[config.mk]
export PLATFORM = sky130hd
export DESIGN_NAME = startup_fault_gate
export DESIGN_NICKNAME = d
export VERILOG_FILES = /design/src/logic/startup_fault_pkg.sv /design/src/logic/low_hold_counter.sv /design/src/logic/sink_classifier.sv /design/src/logic/startup_fault_gate.sv
export SDC_FILE = /design/constraint.sdc
export NUM_CORES = 1
export LEC_CHECK = 0
export BUFFER_PORTS_ARGS = -buffer_cell sky130_fd_sc_hd__buf_2
export CAP_MARGIN = 0
export CORE_MARGIN = 1
export CORE_UTILIZATION = 58
export DETAILED_ROUTE_END_ITERATION = 16
export PLACE_DENSITY = 0.8
export RECOVER_POWER = 25
export SLEW_MARGIN = 20
export SYNTH_ARGS = -nofsm -noshare
export SYNTH_HDL_FRONTEND = slang
export SYNTH_HIERARCHICAL = 1
export SYNTH_SLANG_ARGS = --single-unit
[constraint.sdc]
create_clock -name clk -period 3.66 [get_ports clk]
set_input_delay 0.732 -clock clk [delete_from_list [all_inputs] [get_ports clk]]
set_output_delay 0.732 -clock clk [all_outputs]
set_load 0.01 [all_outputs]
[src/logic/startup_fault_pkg.sv]
package startup_fault_pkg;
    localparam int          NUM_CH           = 4;
    localparam int          SENSE_W          = 10;
    // Sink pin level thresholds in millivolts.
    localparam logic [9:0]  ACTIVE_MV        = 10'h154;
    localparam logic [9:0]  SHORT_MV         = 10'h078;
    // Short-detect phase length in switching clock cycles.
    localparam logic [11:0] DETECT_CYCLES    = 12'he00;
    // Fault-clear hold counts: 32k cycles, or 8k on the low-frequency part.
    localparam logic [15:0] CLEAR_CYCLES_HI  = 16'h8000;
    localparam logic [15:0] CLEAR_CYCLES_LO  = 16'h2000;
    localparam int          CLR_W            = 16;
    localparam logic [1:0]  CH_IN_USE        = 2'h0;
    localparam logic [1:0]  CH_UNUSED        = 2'h1;
    localparam logic [1:0]  CH_SHORTED       = 2'h2;

    typedef enum logic [2:0] {
        ST_IDLE   = 3'b000,
        ST_WAIT   = 3'b001,
        ST_UVCHK  = 3'b010,
        ST_DETECT = 3'b011,
        ST_RAMP   = 3'b100,
        ST_LATCH  = 3'b101
    } seq_state_t;

    function automatic logic [1:0] classify(input logic [9:0] mv);
        if (mv > ACTIVE_MV)
            return CH_IN_USE;
        else if (mv < SHORT_MV)
            return CH_SHORTED;
        else
            return CH_UNUSED;
    endfunction : classify
endpackage : startup_fault_pkg

[src/logic/low_hold_counter.sv]
`timescale 1ns/1ps
`default_nettype none
module low_hold_counter (
    input  wire logic                 clk,
    input  wire logic                 reset_n,
    input  wire logic                 sw_tick,
    input  wire logic                 level,
    input  wire logic [15:0]          limit,
    output logic                      expired
);
    logic [15:0] cnt_r;

    // The count only runs while the level stays low and restarts on any
    // high, so a short low glitch never clears a latched fault.
    always_ff @(posedge clk or negedge reset_n) begin
        if (!reset_n) begin
            cnt_r <= 16'h0000;
        end else if (level) begin
            cnt_r <= 16'h0000; // see RULE_11
        end else if (sw_tick && cnt_r <= limit) begin
            cnt_r <= cnt_r + 16'h0001;
        end
    end

    assign expired = (cnt_r > limit) && !level;
endmodule : low_hold_counter
`default_nettype wire

[src/logic/sink_classifier.sv]
`timescale 1ns/1ps
`default_nettype none
module sink_classifier (
    input  wire logic                 clk,
    input  wire logic                 reset_n,
    input  wire logic                 sample,
    input  wire logic [39:0]          led_sink_pin_mv,
    output logic      [3:0]           active,
    output logic      [3:0]           shorted
);
    always_ff @(posedge clk or negedge reset_n) begin
        if (!reset_n) begin
            active  <= 4'h0;
            shorted <= 4'h0;
        end else if (sample) begin
            for (int i = 0; i < startup_fault_pkg::NUM_CH; i++) begin
                active[i]  <= startup_fault_pkg::classify(
                    led_sink_pin_mv[i*10 +: 10])
                    == startup_fault_pkg::CH_IN_USE; // see RULE_01
                shorted[i] <= startup_fault_pkg::classify(
                    led_sink_pin_mv[i*10 +: 10])
                    == startup_fault_pkg::CH_SHORTED;
            end
        end
    end
endmodule : sink_classifier
`default_nettype wire

[src/logic/startup_fault_gate.sv]
`timescale 1ns/1ps
`default_nettype none
// Operation
// RULE_01: A sink pin above 340 mV is active and lets startup go on.
// RULE_02: A channel found unused is dropped and startup goes on without it.
// RULE_03: While any sink pin is shorted, the ramp and boost stay off.
// RULE_04: Once the short goes away, startup resumes without a clear.
// RULE_05: After the input switch is on, a low output flags a fault.
// RULE_06: An undervoltage fault shuts down at once and stays latched.
// RULE_07: Input supply lockout clears the latched fault.
// RULE_08: Enable low past 32k cycles (8k low-frequency) clears the latch.
// RULE_09: Dimming low with enable high past that count clears the latch.
// RULE_10: The clock output keeps running during a dimming-low clear.
// RULE_11: The low-hold counter restarts when its input returns high early.
// RULE_12: Sink pin checks start only once dimming goes high after enable.
// RULE_13: The short-detect phase lasts 3584 cycles, then the ramp starts.
module startup_fault_gate (
    input  wire logic                 clk,
    input  wire logic                 reset_n,
    input  wire logic                 sw_tick,
    input  wire logic                 low_freq_variant,
    input  wire logic                 enable,
    input  wire logic                 dimming,
    input  wire logic                 input_supply_lockout,
    input  wire logic                 disconnect_on,
    input  wire logic                 output_below_threshold,
    input  wire logic [39:0]          led_sink_pin_mv,
    output logic                      disconnect_enable,
    output logic                      clock_out_enable,
    output logic                      ramp_enable,
    output logic                      boost_enable,
    output logic      [3:0]           channel_enable,
    output logic                      sink_short_fault,
    output logic                      output_undervoltage_fault
);
    startup_fault_pkg::seq_state_t state_r;
    startup_fault_pkg::seq_state_t state_nxt;
    logic [11:0] det_cnt_r;
    logic [3:0]  active;
    logic [3:0]  shorted;
    logic [15:0] limit;
    logic        en_clear;
    logic        dim_clear;
    logic        clear_req;
    logic        det_done;

    assign limit = low_freq_variant ? startup_fault_pkg::CLEAR_CYCLES_LO
                                    : startup_fault_pkg::CLEAR_CYCLES_HI;

    low_hold_counter u_en_hold (
        .clk     (clk),
        .reset_n (reset_n),
        .sw_tick (sw_tick),
        .level   (enable),
        .limit   (limit),
        .expired (en_clear)
    );

    // Enable must stay high for the dimming path, so a low enable restarts
    // that count as well.
    low_hold_counter u_dim_hold (
        .clk     (clk),
        .reset_n (reset_n),
        .sw_tick (sw_tick),
        .level   (dimming || !enable), // see RULE_09
        .limit   (limit),
        .expired (dim_clear)
    );

    // Any of the three clear sources releases the latched fault.
    assign clear_req = input_supply_lockout // see RULE_07
                       || en_clear || dim_clear; // see RULE_08

    sink_classifier u_classify (
        .clk             (clk),
        .reset_n         (reset_n),
        .sample          (state_r
                          == startup_fault_pkg::ST_DETECT), // see RULE_12
        .led_sink_pin_mv (led_sink_pin_mv),
        .active          (active),
        .shorted         (shorted)
    );

    // Done holds once reached, so a short seen late in the phase still
    // blocks the ramp without losing the count already made.
    assign det_done = det_cnt_r >= startup_fault_pkg::DETECT_CYCLES;

    // The count advances on switching ticks only, so the phase length
    // follows the switching clock rather than the system clock.
    always_ff @(posedge clk or negedge reset_n) begin
        if (!reset_n) begin
            det_cnt_r <= 12'h000;
        end else if (state_r != startup_fault_pkg::ST_DETECT) begin
            det_cnt_r <= 12'h000;
        end else if (sw_tick && !det_done && shorted == 4'h0) begin
            det_cnt_r <= det_cnt_r + 12'h001; // see RULE_13
        end
    end

    always_comb begin
        state_nxt = state_r;
        case (state_r)
            startup_fault_pkg::ST_IDLE: begin
                if (enable && !input_supply_lockout)
                    state_nxt = startup_fault_pkg::ST_WAIT;
            end
            startup_fault_pkg::ST_WAIT: begin
                if (disconnect_on)
                    state_nxt = startup_fault_pkg::ST_UVCHK;
            end
            startup_fault_pkg::ST_UVCHK: begin
                if (output_below_threshold)
                    state_nxt = startup_fault_pkg::ST_LATCH; // see RULE_05
                else if (dimming)
                    state_nxt = startup_fault_pkg::ST_DETECT; // see RULE_12
            end
            startup_fault_pkg::ST_DETECT: begin
                // A short stalls the count; removing it resumes startup.
                if (det_done && shorted == 4'h0) // see RULE_03
                    state_nxt = startup_fault_pkg::ST_RAMP; // see RULE_04
            end
            startup_fault_pkg::ST_RAMP: begin
                state_nxt = startup_fault_pkg::ST_RAMP;
            end
            startup_fault_pkg::ST_LATCH: begin
                // Nothing but a clear request leaves the latch; the override
                // below skips this state so a short enable drop cannot.
                if (clear_req)
                    state_nxt = startup_fault_pkg::ST_IDLE; // see RULE_08
            end
            default: state_nxt = startup_fault_pkg::ST_IDLE;
        endcase
        if (state_r != startup_fault_pkg::ST_LATCH
            && (input_supply_lockout || !enable))
            state_nxt = startup_fault_pkg::ST_IDLE;
    end

    always_ff @(posedge clk or negedge reset_n) begin
        if (!reset_n)
            state_r <= startup_fault_pkg::ST_IDLE;
        else
            state_r <= state_nxt; // see RULE_06
    end

    always_ff @(posedge clk or negedge reset_n) begin
        if (!reset_n) begin
            disconnect_enable         <= 1'b0;
            clock_out_enable          <= 1'b0;
            ramp_enable               <= 1'b0;
            boost_enable              <= 1'b0;
            channel_enable            <= 4'h0;
            sink_short_fault          <= 1'b0;
            output_undervoltage_fault <= 1'b0;
        end else begin
            disconnect_enable <= state_nxt != startup_fault_pkg::ST_IDLE
                && state_nxt != startup_fault_pkg::ST_LATCH;
            // The clock output follows enable and input lockout only, so a dimming clear
            // leaves it running.
            clock_out_enable  <= enable
                                 && !input_supply_lockout; // see RULE_10
            ramp_enable       <= state_nxt == startup_fault_pkg::ST_RAMP;
            boost_enable      <= state_nxt == startup_fault_pkg::ST_RAMP;
            // The mask is the one held before the last detect sample, so a
            // pin that moves in that very cycle shows up one cycle late.
            channel_enable    <= (state_nxt == startup_fault_pkg::ST_RAMP)
                                 ? active : 4'h0; // see RULE_02
            sink_short_fault  <= state_r == startup_fault_pkg::ST_DETECT
                                 && shorted != 4'h0;
            output_undervoltage_fault <=
                state_nxt == startup_fault_pkg::ST_LATCH;
        end
    end
endmodule : startup_fault_gate
`default_nettype wire

==> results by group <==
Power
  – LEAKAGE: approximately 2.2 nW
  – Power per cell area: 310 nW/um^2
  – Comb power frac: 9.2%
  – Reg power frac: 47.3%
  – Int Pwr: 1.15 mW
  – Worst vdd ir: 0.000182 V
  – Part of the power in the clock network: 43.5%
  – Sw Share: 24.7%
  – NetSw: 378 uW

Synth
  – Post-synthesis register bit count: 64
  – Synth cell types: 52
  – YS warnings: 6
  – Mapped Area: about 4300 um^2
  – Syn Inst Count: 466
  – Synth async-reset ratio: 100%
  – Register area share after synthesis: a little under two fifths
  – Main synth FF type: dfrtp_1
  – EDFF count, synth: 0
  – Mean post-synth cell area: ~9 um^2

Clock network
  – CTS root buf: clkbuf_8
  – Number of H-tree levels: 3
  – Postcts setup bufs: 0
  – Cts hold-fix bufs: 0
  – PostCTS Resize Cnt: 0
  – Bufs on Longest Clock Path: 2
  – CTS clock-pin slew for the worst setup and hold paths: about 70 ps
  – Later-pin clock latency in the skew report: 350 ps
  – CTS tree: built
  – Total CTS buffers: 9
  – CTS sink count: 64

Floorplan
  – Chip Height: between 80 and 90 um
  – Rows: 30
  – Die ar.: 7750 um^2
  – Die Span X: roughly 88 um
  – Initial Utilization: 61.5%
  – Core area: 6980 um^2
  – I/O pins: 59

Setup path
  – Critical path data arrival time: between 3000 and 4000 ps
  – Critical path's slowest cell: nor4_1
  – WP data required: 3890 ps
  – Cells along the critical path: buf_2, inv_1, inv_1, ha_1, nand4_4, nor2_1, a2bb2oi_1, a31oi_2, nor2b_1, nor4_1, nand3_1, nor3b_4, and3_1
  – Setup CP Type: in2reg
  – Largest delay share family, worst path: simple AND/OR/NAND/NOR gates
  – CP startpoint kind: input pin
  – CP Max Fanout: 6
  – Buf/Inv on CP: 3
  – Critical Path End Type: flip-flop
  – FF-to-FF path depth: 10
  – Most frequent CP cell: inv_1
  – Levels on crit path: 13
  – Largest stage delay on the critical path: about 450 ps

STA
  – FMAX: around 350 MHz
  – RSZ-0062 raised after global routing: false
  – Final worst path period need: 2870 ps
  – Setup-failing EPs final: 0
  – Final hold violations: 0
  – Final WS setup: slightly below 800 ps
  – Slew headroom: -5.92%
  – Sum Neg Setup Slack: 0 ps
  – Skew final: 8.63 ps
  – Worst-margin pin slew: 1590 ps
  – Pins Over Slew Limit: 65
  – Final Cycle Share: between 70% and 80%

Cells and area
  – Number of diodes: 0
  – Fin nets: 633
  – Most common cell after layout, fill and taps aside: dfrtp_1
  – Most frequent cells in the layout: dfrtp_1 (64), buf_2 (57), a21oi_1 (47)
  – Area growth, synth to finish: 14.8%
  – Layout cells sized above 1: 18.4%
  – Layout Utilization: 70.6%
  – Final std cells w/o fill: 649

GRT
  – Met2 usage: 45.8%
  – Busiest grt layer: met2
  – Initial antenna violation count: 0
  – Grt met1 use: 30.3%
  – GRT Residual Overflow: 0
  – First-pass GRT wire length: 15.6 mm
  – Met3 usage: roughly 6.3%
  – Vias in the first global route: between 3000 and 4000
  – Largest net degree at the start of global routing: 65
  – Total GRT Usage: between 20% and 30%

Outcome
  – Status: finished, violations left
  – Violated checks: capacitance limit, slew limit

Route
  – DRT iter0 DRCs: between 200 and 300
  – Vias: between 3000 and 4000
  – Via/cell ratio: 5.77
  – Drt first pass iters: 4
  – DR DRC count: 0
  – Routed wire length: between 9 and 10 mm
  – Routed WL per cell: 14.0 um
  – DRT antenna net count: 0

Place
  – Placed instance count: approximately 630
  – Detail Placement HPWL: 6.57 mm
  – Gp weighted congestion: 0.821
  – Port buffer count: 58
  – Worst slack at placement: 509 ps

Hold path
  – Hold Path Depth: 1
  – Hold Path Class: reg2reg

Job
  – Maxcap violations: 1
## layer usage
layer / wire (um) / up-vias / share of wire [%]
met2: 4550 / 101 / 50
met3: 454 / 20 / 5.0
met4: 216 / 0 / 2.4
li1: - / 1850 / -
met5: 0 / - / 0
met1: 3880 / 1776 / 43
## metrics by stage
stage	hold slack, ps	power (mW)	cell area [um^2]
2_1_floorplan	436	0.814	4390
3_3_place_gp	468	0.869	4720
3_5_place_dp	467	0.875	4720
4_1_cts	486	1.54	4930
5_1_grt	506	1.59	4930
6_report	483	1.53	4930
## worst reg2reg max path, stage by stage (launching register included)
cell	delay [ps]
dfrtp_1	460
ha_1	300
a21oi_1	130
o21ai_0	120
a2bb2oi_1	300
a31oi_2	200
nor2b_1	180
nor4_1	450
nand3_1	190
nor3b_4	200
and3_1	180
## registers in the layout, indices dropped and copies added (netlist names)
signal and flops:
boost_enable 1, channel_enable 4, clock_out_enable 1, det_cnt_r 12, disconnect_enable 1, output_undervoltage_fault 1, sink_short_fault 1, state_r 3
u_classify/active 4, u_classify/shorted 4, u_dim_hold/cnt_r 16, u_en_hold/cnt_r 16
## path summary, 6_finish.rpt
kind                                            from                   end  slack (ps)
worst max-delay path                low_freq_variant     channel_enable[1]         790
worst min register to register  u_classify/active[0]     channel_enable[0]         480
worst min-delay path            u_classify/active[0]     channel_enable[0]         480
max in group asynchronous                    reset_n  u_dim_hold/cnt_r[11]        1840
min in group asynchronous                    reset_n  u_classify/active[2]         860
worst max register to register    u_en_hold/cnt_r[5]     channel_enable[1]         840
## layout make-up
type,count,area [um^2]
inverter,44,165
clock inverter,6,83.8
multi-input combinational,368,2520
clock buffer,10,128
tap,96,120
timing repair buffer,61,309
sequential,64,1600
fill,568,2060
## power by group through the flow
stage / Clock, mW / Combinational (mW) / Sequential [mW]
after global placement: 0 / 0.132 / 0.736
final: 0.665 / 0.141 / 0.723
after global routing: 0.710 / 0.160 / 0.724
after floorplan: 0 / 0.0793 / 0.734
after detailed placement: 0 / 0.138 / 0.736
after CTS: 0.677 / 0.141 / 0.723
## logic make-up after synthesis
kind of cell               share of synthesized area [%]
DFF                                                 37.3
xor gates and xnor gates                            2.24
muxes                                              0.700
other                                             0.0874
adders and majority gates                           10.5
AOI/OAI and AO/OA                                   18.2
buffers and inverters                               6.36
and+or+nand+nor                                     24.6
## cell usage after synthesis, types with 3 or more instances
cell,count,area [um^2]
xnor2_1,5,43.8
inv_1,44,165
dfrtp_1,64,1600
and4_1,4,35.0
nor2b_1,4,25.0
o31ai_1,12,90.1
a211oi_1,3,22.5
a31oi_2,3,37.5
and3_1,9,56.3
nand4_1,23,144
or3_2,10,75.1
nand2_1,24,90.1
o21ai_0,28,140
a31oi_1,6,37.5
and2_1,4,25.0
nand3_1,15,75.1
clkbuf_1,6,22.5
or3b_2,3,26.3
o211ai_1,5,37.5
nor3_1,5,25.0
o21a_1,7,52.6
mux2i_1,3,30.0
a21oi_1,47,235
nand2b_1,5,31.3
buf_4,3,22.5
ha_1,36,450
or3_1,10,62.6
xor2_1,6,52.6
or4_1,13,97.6
nor2_1,23,86.3
Power figures use the tool's default switching activity.
